<file path="config.mk">
export PLATFORM = sky130hd
export DESIGN_NAME = pil_phy_regs
export DESIGN_NICKNAME = d
export VERILOG_FILES = /design/src/logic/pil_pkg.sv /design/src/logic/pil_strap_latch.sv /design/src/logic/pil_lreq_decoder.sv /design/src/logic/pil_phy_regs.sv
export VERILOG_INCLUDE_DIRS = /design/src /design/src/logic
export SDC_FILE = /design/constraint.sdc
export NUM_CORES = 1
export LEC_CHECK = 0
export BUFFER_PORTS_ARGS = -buffer_cell sky130_fd_sc_hd__buf_2
export CAP_MARGIN = 10
export CORE_AREA = 5 5 162 86
export DETAILED_ROUTE_END_ITERATION = 16
export DIE_AREA = 0 0 167 91
export GPL_TIMING_DRIVEN = 1
export PLACE_DENSITY = 0.48
export SLEW_MARGIN = 20
export SYNTH_ARGS = -nofsm -noshare
export SYNTH_HDL_FRONTEND = slang
export SYNTH_SLANG_ARGS = --single-unit
</file>
<file path="constraint.sdc">
create_clock -name sys_clk -period 5.45 [get_ports sys_clk]
set_input_delay 0.545 -clock sys_clk [delete_from_list [all_inputs] [get_ports sys_clk]]
set_output_delay 0.545 -clock sys_clk [all_outputs]
set_load 0.01 [all_outputs]
</file>
<file path="src/logic/pil_defines.svh">
// register offsets, field positions, reset values and request codes of the paged phy register block
// assumes bit 0 of a register is its msb, so field positions are given as data-bus bit indices
`ifndef PIL_DEFINES_SVH
`define PIL_DEFINES_SVH

// ----------------------------------------------------------------
// base register offsets
// ----------------------------------------------------------------
`define PIL_REG_PWR 4'h4
`define PIL_REG_ACCEL 4'h5
`define PIL_REG_PAGE 4'h7

// ----------------------------------------------------------------
// paged offsets
// ----------------------------------------------------------------
`define PIL_REG_COMPLIANCE 4'h8
`define PIL_REG_MAKER_HI 4'hA
`define PIL_REG_MAKER_MID 4'hB
`define PIL_REG_MAKER_LO 4'hC
`define PIL_REG_PART_HI 4'hD
`define PIL_REG_PART_MID 4'hE
`define PIL_REG_PART_LO 4'hF
`define PIL_REG_SOFT_RESET 4'hE

// ----------------------------------------------------------------
// page codes and fixed values
// ----------------------------------------------------------------
`define PIL_PAGE_ID 3'h1
`define PIL_PAGE_VENDOR 3'h7
`define PIL_PAGE_RESET 3'h0
`define PIL_COMPLIANCE_VALUE 8'h02
`define PIL_PWR_RESET 3'h0

// ----------------------------------------------------------------
// field positions
// ----------------------------------------------------------------
`define PIL_PWR_LSB 0
`define PIL_PAGE_LSB 5
`define PIL_PORT_LSB 0
`define PIL_ARB_ACCEL_BIT 1
`define PIL_CONCAT_BIT 0
`define PIL_SOFT_RESET_BIT 7

// ----------------------------------------------------------------
// legacy link request codes and body lengths
// ----------------------------------------------------------------
`define PIL_REQ_READ 3'h5
`define PIL_REQ_WRITE 3'h6
`define PIL_REQ_ACCEL 3'h7
`define PIL_LEN_BUS 4'h3
`define PIL_LEN_READ 4'h4
`define PIL_LEN_WRITE 4'hC
`define PIL_LEN_ACCEL 4'h1
`define PIL_LEN_NONE 4'h0
`define PIL_TYPE_BITS 4'h2
`define PIL_SPEED_S400 3'h4

`endif

</file>
<file path="src/logic/pil_pkg.sv">
// types shared by the paged phy register block and its link request decoder
// assumes pil_defines.svh is seen by the modules that use these types
package pil_pkg;

  // ----------------------------------------------------------------
  // carriers
  // ----------------------------------------------------------------
  typedef struct packed {
    logic valid;
    logic write;
    logic [3:0] addr;
    logic [7:0] data;
  } pil_reg_req_type;

  typedef struct packed {
    logic valid;
    logic [2:0] kind;
    logic [2:0] speed;
  } pil_bus_req_type;

  typedef enum logic [3:0] {
    PIL_DEC_IDLE = 4'b0001,
    PIL_DEC_TYPE = 4'b0010,
    PIL_DEC_BODY = 4'b0100,
    PIL_DEC_CHECK = 4'b1000
  } pil_dec_state_type;

endpackage : pil_pkg

</file>
<file path="src/logic/pil_strap_latch.sv">
// captures the power class straps once after every hard or software reset
// assumes straps are static and synchronous to sys_clk
`timescale 1ns/100ps
`include "pil_defines.svh"

module pil_strap_latch (
  input wire logic sys_clk,
  input wire logic sys_rst,
  input wire logic soft_rst,
  input wire logic [2:0] power_class_straps,
  output logic strap_load,
  output logic [2:0] strap_value
);

  typedef struct packed {
    logic loaded;
    logic load;
    logic [2:0] value;
  } pil_strap_state_type;

  pil_strap_state_type st;
  pil_strap_state_type next_st;

  always_comb begin
    next_st = st;
    next_st.load = 1'b0;
    if (!st.loaded) begin
      next_st.loaded = 1'b1;
      next_st.load = 1'b1;
      next_st.value = power_class_straps;
    end
    if (soft_rst) begin
      next_st = '0;
    end
  end

  always_ff @(posedge sys_clk or posedge sys_rst) begin
    if (sys_rst) begin
      st <= '0;
    end else begin
      st <= next_st;
    end
  end

  assign strap_load = st.load;
  assign strap_value = st.value;
endmodule : pil_strap_latch

</file>
<file path="src/logic/pil_lreq_decoder.sv">
// serial link request decoder for the legacy interface mode
// assumes one request bit per sys_clk on lreq_bit, msb first, start bit high
`timescale 1ns/100ps
`include "pil_defines.svh"

module pil_lreq_decoder (
  input wire logic sys_clk,
  input wire logic sys_rst,
  input wire logic soft_rst,
  input wire logic enable,
  input wire logic lreq_bit,
  output pil_pkg::pil_bus_req_type bus_req,
  output pil_pkg::pil_reg_req_type reg_req,
  output logic null_packet,
  output logic accel_valid,
  output logic accel_on
);

  typedef struct packed {
    pil_pkg::pil_dec_state_type fsm;
    logic [3:0] cnt;
    logic [2:0] kind;
    logic [11:0] shift;
    pil_pkg::pil_bus_req_type bus;
    pil_pkg::pil_reg_req_type reg_out;
    logic null_pkt;
    logic acc_v;
    logic acc_on;
  } pil_dec_reg_type;

  localparam pil_dec_reg_type DEC_RESET = '{fsm: pil_pkg::PIL_DEC_IDLE, default: '0};

  pil_dec_reg_type st;
  pil_dec_reg_type next_st;
  logic [2:0] full_kind;
  logic [3:0] body_len;

  always_comb begin
    full_kind = {st.kind[1:0], lreq_bit};
    case (full_kind)
      `PIL_REQ_READ: body_len = `PIL_LEN_READ;
      `PIL_REQ_WRITE: body_len = `PIL_LEN_WRITE;
      `PIL_REQ_ACCEL: body_len = `PIL_LEN_ACCEL;
      3'h4: body_len = `PIL_LEN_NONE;
      default: body_len = `PIL_LEN_BUS;
    endcase
  end

  always_comb begin
    next_st = st;
    next_st.bus.valid = 1'b0;
    next_st.reg_out.valid = 1'b0;
    next_st.null_pkt = 1'b0;
    next_st.acc_v = 1'b0;
    case (st.fsm)
      pil_pkg::PIL_DEC_IDLE: begin
        if (lreq_bit) begin
          next_st.fsm = pil_pkg::PIL_DEC_TYPE;
          next_st.cnt = `PIL_TYPE_BITS;
          next_st.kind = 3'h0;
          next_st.shift = 12'h000;
        end
      end
      pil_pkg::PIL_DEC_TYPE: begin
        next_st.kind = full_kind;
        next_st.cnt = st.cnt - 4'h1;
        if (st.cnt == 4'h0) begin
          next_st.cnt = body_len - 4'h1;
          next_st.fsm = (body_len == `PIL_LEN_NONE) ? pil_pkg::PIL_DEC_CHECK : pil_pkg::PIL_DEC_BODY;
        end
      end
      pil_pkg::PIL_DEC_BODY: begin
        next_st.shift = {st.shift[10:0], lreq_bit};
        next_st.cnt = st.cnt - 4'h1;
        if (st.cnt == 4'h0) begin
          next_st.fsm = pil_pkg::PIL_DEC_CHECK;
        end
      end
      pil_pkg::PIL_DEC_CHECK: begin
        // a 7-bit bus request ends with its stop bit in the third speed position,
        // so a high bit here is already the start of the next request
        case (st.kind)
          `PIL_REQ_READ: begin
            next_st.reg_out = '{valid: 1'b1, write: 1'b0, addr: st.shift[3:0], data: 8'h00};
          end
          `PIL_REQ_WRITE: begin
            next_st.reg_out = '{valid: 1'b1, write: 1'b1, addr: st.shift[11:8], data: st.shift[7:0]};
          end
          `PIL_REQ_ACCEL: begin
            next_st.acc_v = 1'b1;
            next_st.acc_on = st.shift[0];
          end
          3'h4: begin
            next_st.acc_v = 1'b0;
          end
          default: begin
            next_st.bus = '{valid: 1'b1, kind: st.kind, speed: st.shift[2:0]};
            next_st.null_pkt = (st.shift[0] || st.shift[2:0] > `PIL_SPEED_S400);
          end
        endcase
        if (lreq_bit) begin
          next_st.fsm = pil_pkg::PIL_DEC_TYPE;
          next_st.cnt = `PIL_TYPE_BITS;
          next_st.kind = 3'h0;
          next_st.shift = 12'h000;
        end else begin
          next_st.fsm = pil_pkg::PIL_DEC_IDLE;
        end
      end
      default: begin
        next_st = DEC_RESET;
      end
    endcase
    if (soft_rst || !enable) begin
      next_st = DEC_RESET;
    end
  end

  always_ff @(posedge sys_clk or posedge sys_rst) begin
    if (sys_rst) begin
      st <= DEC_RESET;
    end else begin
      st <= next_st;
    end
  end

  assign bus_req = st.bus;
  assign reg_req = st.reg_out;
  assign null_packet = st.null_pkt;
  assign accel_valid = st.acc_v;
  assign accel_on = st.acc_on;
endmodule : pil_lreq_decoder

</file>
<file path="src/logic/pil_phy_regs.sv">
// paged phy registers: identification page, vendor page with software hard reset,
// power class from straps, link interface mode selection and legacy request decoding
// assumes all inputs synchronous to sys_clk; link interface pins are decoded to bits outside
//
// Functional notes
// - page selector value 1 maps identification page onto addresses 8 to 15
// - address 8 on identification page reads fixed compliance level 02h
// - 24-bit maker identifier over three bytes, msb at address 1010b
// - 24-bit part identifier over three bytes, msb at address 1101b
// - page selector value 7 maps vendor page onto addresses 8 to 15
// - writing 1 to vendor address 1110 bit 0 hard-resets the whole phy
// - software hard reset bit always reads back as 0
// - power class straps load the self-id power field after hardware reset
// - a later write to register 4 power class replaces the strapped value
// - the 3-bit power class code is carried unchanged, no code rewritten
// - mode pin high selects the gigabit link interface protocol
// - mode pin low selects the legacy protocol, without isolation method
// - legacy mode decodes both 7-bit and 8-bit bus requests
// - a request right after a 7-bit bus request is decoded too
// - legacy bus request faster than S400 sends a null packet
// - 3-bit page selector in register 7, cleared by hard reset, kept otherwise
`timescale 1ns/100ps
`include "pil_defines.svh"

module pil_phy_regs #(
  parameter logic [23:0] MAKER_ID = 24'h5A5A5A, // value is arbitrary
  parameter logic [23:0] PART_ID = 24'hA5A5A5 // value is arbitrary
) (
  input wire logic sys_clk,
  input wire logic sys_rst,
  input wire logic interface_mode_pin,
  input wire logic [2:0] power_class_straps,
  input wire logic lreq_bit,
  input pil_pkg::pil_reg_req_type host_req,
  output logic [7:0] reg_rdata,
  output logic [3:0] reg_raddr,
  output logic reg_rvalid,
  output logic [2:0] self_id_pwr,
  output logic arb_accel_enable,
  output logic multispeed_concat_enable,
  output logic [2:0] page_select,
  output logic link_mode_modern,
  output logic phy_hard_reset,
  output pil_pkg::pil_bus_req_type bus_req,
  output logic null_packet,
  output logic accel_valid,
  output logic accel_on
);

  // ----------------------------------------------------------------
  // state
  // ----------------------------------------------------------------
  typedef struct packed {
    logic [2:0] pwr;
    logic accel_en;
    logic concat_en;
    logic [2:0] page;
    logic [3:0] port;
    logic modern;
    logic soft_rst;
    logic rvalid;
    logic [3:0] raddr;
    logic [7:0] rdata;
  } pil_regs_state_type;

  localparam pil_regs_state_type REGS_RESET = '0;

  pil_regs_state_type st;
  pil_regs_state_type next_st;
  pil_pkg::pil_reg_req_type acc;
  pil_pkg::pil_reg_req_type dec_req;
  logic strap_load;
  logic [2:0] strap_value;

  // ----------------------------------------------------------------
  // submodules
  // ----------------------------------------------------------------
  pil_strap_latch u_strap (
    .sys_clk(sys_clk),
    .sys_rst(sys_rst),
    .soft_rst(st.soft_rst),
    .power_class_straps(power_class_straps),
    .strap_load(strap_load),
    .strap_value(strap_value)
  );

  // only the plain legacy link protocol is decoded; there is no isolation variant
  pil_lreq_decoder u_dec (
    .sys_clk(sys_clk),
    .sys_rst(sys_rst),
    .soft_rst(st.soft_rst),
    .enable(!st.modern),
    .lreq_bit(lreq_bit),
    .bus_req(bus_req),
    .reg_req(dec_req),
    .null_packet(null_packet),
    .accel_valid(accel_valid),
    .accel_on(accel_on)
  );

  // ----------------------------------------------------------------
  // read decode
  // ----------------------------------------------------------------
  function automatic logic [7:0] read_mux(input logic [3:0] addr, input pil_regs_state_type s);
    logic [7:0] d;
    d = 8'h00;
    case (addr)
      `PIL_REG_PWR: d[`PIL_PWR_LSB +: 3] = s.pwr;
      `PIL_REG_ACCEL: begin
        d[`PIL_ARB_ACCEL_BIT] = s.accel_en;
        d[`PIL_CONCAT_BIT] = s.concat_en;
      end
      `PIL_REG_PAGE: begin
        d[`PIL_PAGE_LSB +: 3] = s.page;
        d[`PIL_PORT_LSB +: 4] = s.port;
      end
      default: d = 8'h00;
    endcase
    if (addr[3] && s.page == `PIL_PAGE_ID) begin
      case (addr)
        `PIL_REG_COMPLIANCE: d = `PIL_COMPLIANCE_VALUE;
        `PIL_REG_MAKER_HI: d = MAKER_ID[23:16];
        `PIL_REG_MAKER_MID: d = MAKER_ID[15:8];
        `PIL_REG_MAKER_LO: d = MAKER_ID[7:0];
        `PIL_REG_PART_HI: d = PART_ID[23:16];
        `PIL_REG_PART_MID: d = PART_ID[15:8];
        `PIL_REG_PART_LO: d = PART_ID[7:0];
        default: d = 8'h00;
      endcase
    end else if (addr[3]) begin
      // vendor page holds only the self-clearing reset bit, so it reads all zero
      d = 8'h00;
    end
    return d;
  endfunction : read_mux

  // ----------------------------------------------------------------
  // next state
  // ----------------------------------------------------------------
  always_comb begin
    acc = st.modern ? host_req : dec_req;
    next_st = st;
    next_st.rvalid = 1'b0;
    next_st.soft_rst = 1'b0;
    next_st.modern = interface_mode_pin;
    if (strap_load) begin
      next_st.pwr = strap_value;
    end
    if (acc.valid && acc.write) begin
      case (acc.addr)
        `PIL_REG_PWR: next_st.pwr = acc.data[`PIL_PWR_LSB +: 3];
        `PIL_REG_ACCEL: begin
          next_st.accel_en = acc.data[`PIL_ARB_ACCEL_BIT];
          next_st.concat_en = acc.data[`PIL_CONCAT_BIT];
        end
        `PIL_REG_PAGE: begin
          next_st.page = acc.data[`PIL_PAGE_LSB +: 3];
          next_st.port = acc.data[`PIL_PORT_LSB +: 4];
        end
        `PIL_REG_SOFT_RESET: begin
          if (st.page == `PIL_PAGE_VENDOR) begin
            next_st.soft_rst = acc.data[`PIL_SOFT_RESET_BIT];
          end
        end
        default: next_st.soft_rst = 1'b0;
      endcase
    end else if (acc.valid) begin
      next_st.rvalid = 1'b1;
      next_st.raddr = acc.addr;
      next_st.rdata = read_mux(acc.addr, st);
    end
    if (st.soft_rst) begin
      // like the reset pin: everything back to reset values except the mode bit, which takes interface_mode_pin at once
      next_st = REGS_RESET;
      next_st.modern = interface_mode_pin;
    end
  end

  always_ff @(posedge sys_clk or posedge sys_rst) begin
    if (sys_rst) begin
      st <= REGS_RESET;
    end else begin
      st <= next_st;
    end
  end

  // ----------------------------------------------------------------
  // outputs
  // ----------------------------------------------------------------
  assign reg_rdata = st.rdata;
  assign reg_raddr = st.raddr;
  assign reg_rvalid = st.rvalid;
  assign self_id_pwr = st.pwr;
  assign arb_accel_enable = st.accel_en;
  assign multispeed_concat_enable = st.concat_en;
  assign page_select = st.page;
  assign link_mode_modern = st.modern;
  assign phy_hard_reset = st.soft_rst;

  logic rd_ok;
  assign rd_ok = acc.valid && !acc.write && !st.soft_rst;
endmodule : pil_phy_regs

</file>
==> results.py, run 1 <==
metrics = {
    "timing": {
        "finalMaxSlewViolations": 0,
        "finalSetupTns_ns": 0,
        "fin_worst_skew_ns": 0.006412,
        "setup_viol_count_final": 0,
        "relSlewSlack_pct": 35.33,
        "tightest_slew_ns": 0.9700,
        "finalHoldViolations": 0,
        "rsz0062_at_grt": "no",
        "max_freq_mhz": 358.6,
        "min_period_ns": 2.789,
        "worst_slack_ns": 2.661,
        "period_share_pct": 51.17,
    },
    "clock_tree": {
        "cts.clk_slew.worst_paths_ns": 0.06,
        "cts_tree": "yes",
        "cts_setup_buffers": 0,
        "htree_levels": 3,
        "holdBufCountCts": 0,
        "cts-root-buf": "clkbuf_16",
        "worst_skew_pair.late_latency_ns": 0.34,
        "clock-sinks": 78,
        "clockBufferDepth": 2,
        "cts_made_buffers": 9,
        "cts_resized": 0,
    },
    "floorplanning": {
        "initial_core_util_pct": 32.41,
        "core_area_mm2": 0.01237,
        "rows": 29,
        "die_y_um": 91,
        "ios": 54,
        "die-width_um": 167,
        "die_area_mm2": 0.01520,
    },
    "yosys": {
        "yosysWarningCount": 0,
        "ys_top_cells_by_area": "dfrtp_1 48%, a22o_1 7.0%, buf_4 5.1%, mux2i_1 4.5%, mux2_2 2.2%",
        "seq_area_frac_synth_pct": 48.71,
        "ys.flop_type": "dfrtp_1",
        "ys_seq_elements": 78,
        "syn_area_mm2": 0.004010,
        "synth_cell_types": 71,
        "avgSynthCellArea_um2": 10.93,
        "async_flop_share_pct": 100.0,
        "synthCells": 367,
        "synthMostInstantiatedCell": "dfrtp_1",
        "synth-edff-count": 0,
        "yosysTopAreaCellShare_pct": 48.05,
        "syn-num-nets": 389,
        "synth_common_cells": "77 x dfrtp_1, 32 x a22o_1, 27 x buf_4, 21 x nor2_1, 18 x mux2i_1",
        "yosysTopAreaCell": "dfrtp_1",
    },
    "setup_path": {
        "cp_data_required_time_ns": 5.72,
        "critPathKind": "reg -> reg",
        "endpoint_kind": "flip-flop",
        "start_kind": "flip-flop",
        "critPathLaunch": "phy_hard_reset",
        "rr_startpoint": "phy_hard_reset",
        "cp_max_fo": 24,
        "arrival_ns": 3.06,
    },
    "job": {
        "drv_cap": 0,
    },
    "global_route": {
        "grt_use_total_pct": 14.15,
        "overflow": 0,
        "antenna_found_initial": 0,
        "grt_start_max_net_pins": 79,
        "grt_pass1_wl_mm": 16.77,
        "grt_pass1_vias": 2841,
    },
    "pwr": {
        "peakVddDrop_uv": 121.1,
        "powerDensity_mw_per_mm2": 314.0,
        "p_clk_share_pct": 48.0,
        "p_int_uw": 1097,
        "p_sw_uw": 341.4,
        "pwr-share-seq_pct": 43.1,
        "p_sw_share_pct": 23.74,
        "p_comb_share_pct": 8.9,
        "p_leak_uw": 0.002167,
    },
    "route": {
        "finalWirelength_mm": 10.56,
        "dr.first_iter.drc_count": 264,
        "via_count": 2942,
        "avgViaCountPerCell": 5.207,
        "firstDrtPassIters": 5,
        "postRouteAntennaNets": 0,
        "drc": 0,
        "wl_per_cell_um": 18.69,
    },
    "cells_and_area": {
        "area_growth_pct": 14.20,
        "nFillCells": 1250,
        "nets": 412,
        "antenna_cells": 0,
        "drive_above_1_share_pct": 24.81,
    },
    "outcome": {
        "status": "completed",
    },
    "placement": {
        "portBuffers": 52,
        "place_congestion": 0.8775,
        "dpl.hpwl_mm": 7.610,
        "pre_cts_slack_ns": 2.645,
    },
    "hold_path": {
        "hp-start": "interface_mode_pin",
        "worstHoldPathType": "in -> reg",
    },
}
[cell usage in the layout (no fill, tap or decap), drive strengths merged, types with 2 or more instances in the layout]
| cell | instances |
|---|---|
| a32o | 3 |
| buf | 57 |
| mux2 | 8 |
| nor3 | 8 |
| nor3b | 5 |
| nor2b | 9 |
| or3 | 2 |
| and2 | 6 |
| inv | 5 |
| a21o | 3 |
| clkinvlp | 2 |
| or3b | 4 |
| or2 | 3 |
| or4b | 2 |
| nand3b | 3 |
| a221o | 5 |
| and3 | 3 |
| nand4b | 2 |
| a21oi | 11 |
| o2bb2ai | 2 |
| xnor2 | 2 |
| a22oi | 4 |
| a22o | 32 |
| bufinv | 3 |
| nand2 | 16 |
| nand3 | 7 |
| nand2b | 5 |
| clkinv | 2 |
| a221oi | 2 |
| nor2 | 21 |
| a211oi | 9 |
| dfrtp | 77 |
| clkbuf | 10 |
| o21ai | 13 |
| mux2i | 18 |
| nor4b | 4 |
| o22ai | 4 |
[layout make-up]
class / count / area (um2) / area share, %
multi-input cells: 238 / 1749 / 38.20
flip-flops and latches: 78 / 1953 / 42.65
clock inverters: 6 / 110.1 / 2.404
repair buffers: 57 / 301.5 / 6.585
well taps: 170 / 212.7 / 4.645
inverters: 6 / 23.77 / 0.5191
clock buffers: 10 / 229.0 / 5.000
[cell families (layout without fill, tap and decap cells)]
kind of cell             count (synthesis)  after routing  synth area share (%)
adder cells (fa/ha/maj)                  1              1                0.3120
buffers and inverters                   51             79                 7.675
AND/OR/NAND/NOR                        109            109                 16.94
AO/OA/AOI/OAI                           99             99                 18.97
flip-flops                              78             78                 48.71
multiplexers                            26             26                 6.739
XOR/XNOR                                 3              3                0.6553
[metrics by stage]
step	instance area [um2]	power [uW]	util, %	cells	hold WS, ns
after floorplan	4010	722.9	-	367	0.4510
after global placement	4237	755.7	34.24	549	0.4656
after detailed placement	4237	757.7	34.24	549	0.4684
after CTS	4576	1451	36.98	565	0.3122
after global routing	4579	1495	37.01	565	0.3147
final	4579	1438	37.01	565	0.3201
[power groups by stage]
stage	Sequential (uW)	Combinational, uW	Clock, uW
6_report	620	128	691
4_1_cts	619	128	703
2_1_floorplan	619	103	0
3_3_place_gp	629	127	0
3_5_place_dp	630	128	0
5_1_grt	622	142	730
[worst max-delay path, cell delays in order (launching register included)]
cell and delay, ns:
dfrtp_1 0.70, nor2_1 0.69, nand2_1 0.25, o21ai_1 0.80, a221o_1 0.28
[final timing paths]
kind                                     end  slack (ns)  depth (start not counted)
setup / recovery           u_dec.reg_req[11]        2.66                          4
setup reg to reg           u_dec.reg_req[11]        2.66                          4
hold reg to reg             u_dec.bus_req[5]        0.48                          1
hold / removal              link_mode_modern        0.32                          1
max in group asynchronous       u_dec.st[30]        4.55                          3
min in group asynchronous       reg_raddr[0]        0.39                          3
[state kept, by name, summed over array words and instances, names as in the netlist, 3 cells and up]
signal / cells
st: 4
u_strap.strap_value: 3
u_dec.reg_req: 13
u_dec.bus_req: 7
u_dec.st: 21
self_id_pwr: 3
reg_rdata: 8
page_select: 3
reg_raddr: 4
[per-layer routing]
layer,up-vias,routed length [um],GRT usage (%)
met5,-,0,0
met1,1446,6104,24.10
met3,6,832,5.380
li1,1397,-,-
met4,0,73,3.063
met2,93,3551,15.65
(Power assumes the default switching activity.)
==> run 2: changes to the inputs <==
Clock period 5.45 ns to 2.6 ns, I/O delays scaled along.
==> run 2 against run 1 <==
Against the previous run: power grew 97%; register-to-register slack worse by 2.4 ns; global-route usage increased by 0.35 points; non-clock buffer count rose by 13; critical endpoint is now self_id_pwr[0].
==> results.py, run 2 (synthesis gave the netlist of run 1 again) <==
metrics = {
    "pwr": {
        "pwr-share-seq_pct": 46.2,
        "p_int_uw": 2112,
        "p_comb_share_pct": 9.7,
        "powerDensity_mw_per_mm2": 609.7,
        "p_sw_uw": 717.2,
        "p_leak_uw": 0.002211,
        "p_sw_share_pct": 25.35,
        "p_clk_share_pct": 44.1,
        "peakVddDrop_uv": 263.4,
    },
    "route": {
        "wl_per_cell_um": 18.70,
        "firstDrtPassIters": 5,
        "finalWirelength_mm": 10.81,
        "via_count": 3074,
        "postRouteAntennaNets": 0,
        "avgViaCountPerCell": 5.318,
        "dr.first_iter.drc_count": 370,
        "drc": 0,
    },
    "cells_and_area": {
        "top_register": "u_dec.st",
        "largest_register_ff_count": 21,
        "final_common_cell": "dfrtp_1",
        "finalNonFillerCells": 578,
        "nets": 425,
        "drive_above_1_share_pct": 26.96,
        "layout_common_cells": "77 x dfrtp_1, 52 x buf_2, 32 x a22o_1",
        "area_growth_pct": 15.73,
        "antenna_cells": 0,
        "post-route-util_pct": 37.51,
    },
    "setup_path": {
        "endpoint_kind": "flip-flop",
        "arrival_ns": 2.60,
        "critPathCapture": "self_id_pwr[0]",
        "critPathKind": "reg -> reg",
        "critPathLaunch": "link_mode_modern",
        "cp_data_required_time_ns": 2.82,
        "start_kind": "flip-flop",
        "rr_endpoint": "self_id_pwr[0]",
        "rr_startpoint": "link_mode_modern",
        "rrSetupSlack_ns": 0.23,
        "cp_max_fo": 22,
        "worstRegToRegCells": 5,
    },
    "timing": {
        "max_freq_mhz": 421.5,
        "setup_viol_count_final": 0,
        "relSlewSlack_pct": 49.86,
        "worst_slack_ns": 0.2275,
        "tightest_slew_ns": 0.7521,
        "min_period_ns": 2.373,
        "fin_worst_skew_ns": 0.003984,
        "fin_hold_ws_ns": 0.04252,
        "rsz0062_at_grt": "no",
        "finalMaxSlewViolations": 0,
        "period_share_pct": 91.25,
        "finalHoldViolations": 0,
        "finalSetupTns_ns": 0,
    },
    "global_route": {
        "overflow": 0,
        "grt_start_max_net_pins": 34,
        "grt_pass1_vias": 2843,
        "grt_use_total_pct": 14.51,
        "antenna_found_initial": 0,
        "grt_pass1_wl_mm": 17.15,
    },
    "floorplanning": {
        "core_area_mm2": 0.01237,
        "die-width_um": 167,
        "initial_core_util_pct": 32.41,
        "die_y_um": 91,
        "die_area_mm2": 0.01520,
        "rows": 29,
        "ios": 54,
    },
    "clock_tree": {
        "clockBufferDepth": 2,
        "cts_setup_buffers": 0,
        "htree_levels": 3,
        "worst_skew_pair.late_latency_ns": 0.34,
        "cts_tree": "yes",
        "cts.clk_slew.worst_paths_ns": 0.06,
        "clock-sinks": 78,
        "cts-root-buf": "clkbuf_16",
        "cts_made_buffers": 9,
    },
    "placement": {
        "dpl.hpwl_mm": 8.046,
        "dp.cells": 561,
        "portBuffers": 52,
        "place_congestion": 0.8715,
        "pre_cts_slack_ns": 0.1233,
    },
    "hold_path": {
        "worstHoldPathType": "in -> reg",
        "hp-start": "interface_mode_pin",
    },
    "outcome": {
        "status": "completed",
    },
    "job": {
        "drv_cap": 0,
    },
}
[run 2: worst min-delay path by stage]
stage	endpoint	slack [ns]	cells past startpoint
6_report	link_mode_modern	0.04	1
5_1_grt	link_mode_modern	0.02	1
4_1_cts	link_mode_modern	0.03	1
3_5_place_dp	reg_raddr[1]	0.36	2
3_3_place_gp	reg_raddr[3]	0.35	2
2_1_floorplan	link_mode_modern	0.29	0
[run 2: cell type report]
type                    instances  area, um2
fillers                      1229       7732
flip-flops and latches         78       1953
multi-input cells             238       1749
repair buffers                 70      410.4
clock buffers                  10      229.0
well taps                     170      212.7
clock inverters                 6      62.56
inverters                       6      23.77
[run 2: metrics by stage]
step | cell area (um2) | total power, uW
after floorplan | 4010 | 1515
after global placement | 4339 | 1600
after detailed placement | 4339 | 1602
after CTS | 4641 | 2865
after global routing | 4641 | 2956
final | 4641 | 2829
[run 2: repair_timing]
| item | in CTS | in global routing |
|---|---|---|
| hold buffers | 1 | 0 |
| resized for setup | 0 | 1 |
| setup endpoints to repair | 0 | 5 |
| hold endpoints to repair | 27 | 0 |
[run 2: power groups by stage]
stage / combinational, uW / sequential [uW] / clock (uW)
4_1_cts: 276 / 1310 / 1280
2_1_floorplan: 217 / 1300 / 0
6_report: 274 / 1310 / 1250
3_5_place_dp: 274 / 1330 / 0
5_1_grt: 304 / 1310 / 1340
3_3_place_gp: 273 / 1330 / 0
[run 2: worst max-delay path, stage by stage, from the launching register on]
cell and delay, ns:
dfrtp_1 0.83, or3b_4 0.49, a222oi_1 0.44, buf_4 0.24, mux2i_1 0.20, nor2_1 0.06
[run 2: metal layers]
| layer | vias to the layer above | global-route usage [%] | share of wire [%] |
|---|---|---|---|
| li1 | 1426 | - | - |
| met1 | 1538 | 24.81 | 58 |
| met2 | 101 | 15.44 | 33 |
| met3 | 9 | 5.987 | 7.7 |
| met4 | 0 | 3.336 | 0.91 |
| met5 | - | 0 | 0 |
==> run 3: changes to the inputs <==
Settings changed: BUFFER_PORTS_ARGS -buffer_cell sky130_fd_sc_hd__buf_2 to -buffer_cell sky130_fd_sc_hd__clkbuf_2, CORE_AREA 5 5 162 86 to 5 5 117 119, DIE_AREA 0 0 167 91 to 0 0 122 124, REMOVE_ABC_BUFFERS from default to 1.
==> run 3 against run 2 <==
Against the previous run: cell area up 0.73%; register-to-register slack better by 0.20 ns; critical path depth unchanged; via count down 3.9%; clock power about the same; combinational power about the same; clock-buffer cell count up 3; fmax up 9.1%; die area down 0.45%; clock skew about the same.
==> results.py, run 3 (synthesis gave the netlist of run 1 again) <==
metrics = {
    "outcome": {
        "status": "completed",
    },
    "job": {
        "drv_cap": 0,
    },
    "placement": {
        "portBuffers": 52,
        "place_congestion": 0.8223,
        "dpl.hpwl_mm": 6.954,
        "dpl-instance-area_mm2": 0.004372,
        "dp.cells": 567,
    },
    "route": {
        "firstDrtPassIters": 5,
        "via_count": 2953,
        "postRouteAntennaNets": 0,
        "avgViaCountPerCell": 5.065,
        "finalWirelength_mm": 9.700,
        "dr.first_iter.drc_count": 224,
        "wl_per_cell_um": 16.64,
        "drc": 0,
    },
    "cells_and_area": {
        "top_register": "u_dec.st",
        "multiInputGateArea_mm2": 0.001749,
        "antenna_cells": 0,
        "finalNonFillerCells": 583,
        "finalInstanceArea_mm2": 0.004674,
        "seqCellArea_mm2": 0.001953,
        "drive_above_1_share_pct": 27.49,
        "area_growth_pct": 16.57,
        "final_common_cell": "dfrtp_1",
        "nets": 428,
        "largest_register_ff_count": 21,
        "layout_common_cells": "77 x dfrtp_1, 52 x clkbuf_2, 32 x a22o_1",
        "nFillCells": 1232,
    },
    "global_route": {
        "antenna_found_initial": 0,
        "grt_pass1_vias": 3058,
        "grt_pass1_wl_mm": 16.12,
        "grt_start_max_net_pins": 39,
        "overflow": 0,
        "grt_use_total_pct": 13.60,
    },
    "pwr": {
        "p_clk_share_pct": 44.8,
        "pwr-share-seq_pct": 45.6,
        "peakVddDrop_uv": 382.3,
        "fin_total_pwr_uw": 2838,
        "p_sw_share_pct": 23.56,
        "p_int_uw": 2169,
        "p_leak_uw": 0.002219,
        "p_comb_share_pct": 9.6,
        "powerDensity_mw_per_mm2": 607.0,
        "p_sw_uw": 668.5,
    },
    "setup_path": {
        "critPathKind": "reg -> reg",
        "start_kind": "flip-flop",
        "cp_slowest_stage_delay_ns": 0.65,
        "cp_slowest_cell": "or4_2",
        "cp_max_fo": 14,
        "endpoint_kind": "flip-flop",
        "path_cells": "buf_4 > or4_2 > nor3_2 > or2_1 > a32o_1",
        "cp_data_required_time_ns": 2.87,
        "arrival_ns": 2.44,
    },
    "clock_tree": {
        "clockBufferDepth": 2,
        "cts_setup_buffers": 0,
        "htree_levels": 3,
        "cts.clk_slew.worst_paths_ns": 0.06,
        "cts_tree": "yes",
        "worst_skew_pair.late_latency_ns": 0.33,
        "cts-root-buf": "clkbuf_16",
        "cts_resized": 0,
        "clock-sinks": 78,
        "holdBufCountCts": 0,
        "cts_made_buffers": 9,
    },
    "floorplanning": {
        "ios": 54,
        "die_y_um": 124,
        "die_area_mm2": 0.01513,
        "core_area_mm2": 0.01247,
        "rows": 41,
        "initial_core_util_pct": 32.17,
        "die-width_um": 122,
    },
    "timing": {
        "fin_worst_skew_ns": 0.004021,
        "period_share_pct": 83.62,
        "setup_viol_count_final": 0,
        "max_freq_mhz": 460.0,
        "tightest_slew_ns": 0.7394,
        "rsz0062_at_grt": "no",
        "finalMaxSlewViolations": 0,
        "min_period_ns": 2.174,
        "finalSetupTns_ns": 0,
        "finalHoldViolations": 0,
        "relSlewSlack_pct": 50.65,
    },
    "hold_path": {
        "worstHoldPathType": "in -> async",
    },
}
## run 3: path summary, 6_finish.rpt
path                            slack [ns]          startpoint                to  depth (start not counted)
worst min-delay path                  0.02             sys_rst    self_id_pwr[1]                          2
worst min register to register        0.48        reg_raddr[1]      reg_raddr[1]                          2
min in group sys_clk                  0.04  interface_mode_pin  link_mode_modern                          1
max in group asynchronous             1.84             sys_rst      u_dec.st[43]                          3
worst max register to register        0.43    link_mode_modern      u_dec.st[38]                          5
worst max-delay path                  0.43    link_mode_modern      u_dec.st[38]                          5
## run 3: worst max-delay path: cells and delay by family, from the launching register on
kind            cells  cell delay, ns
simple gates        3            1.15
compound gates      1            0.13
flops               1            0.56
buf+inv             1            0.26
## run 3: power groups by stage
| stage | clock (uW) | combinational, uW | sequential [uW] |
|---|---|---|---|
| 2_1_floorplan | 0 | 147 | 1320 |
| 3_3_place_gp | 0 | 274 | 1320 |
| 3_5_place_dp | 0 | 276 | 1320 |
| 4_1_cts | 1320 | 277 | 1300 |
| 5_1_grt | 1360 | 305 | 1300 |
| 6_report | 1270 | 273 | 1300 |
## run 3: per-stage QoR
stage | hold slack [ns] | util (%) | setup slack, ns
final | 0.01718 | 37.50 | 0.4259
after global routing | 0.02603 | 37.50 | 0.2826
after CTS | 0.02325 | 37.50 | 0.4350
after detailed placement | 0.3742 | 35.07 | 0.4570
after global placement | 0.3723 | 35.07 | 0.4690
after floorplan | 0.2914 | - | 0.3120
## run 3: final cells by class
class                      count  share of cell area (%)
sequential                    78                   41.78
multi-input combinational    238                   37.42
timing repair buffer          73                   9.208
clock buffer                  13                   5.567
tap                          172                   4.604
clock inverter                 3                  0.9101
inverter                       6                  0.5086
## run 3: per-layer routing
layer  share of wire [%]  vias up  track usage (%)
li1                    -     1433                -
met1                  48     1444            18.14
met2                  46       70            22.03
met3                 4.6        6            3.315
met4                0.85        0            3.992
met5                   0        -                0
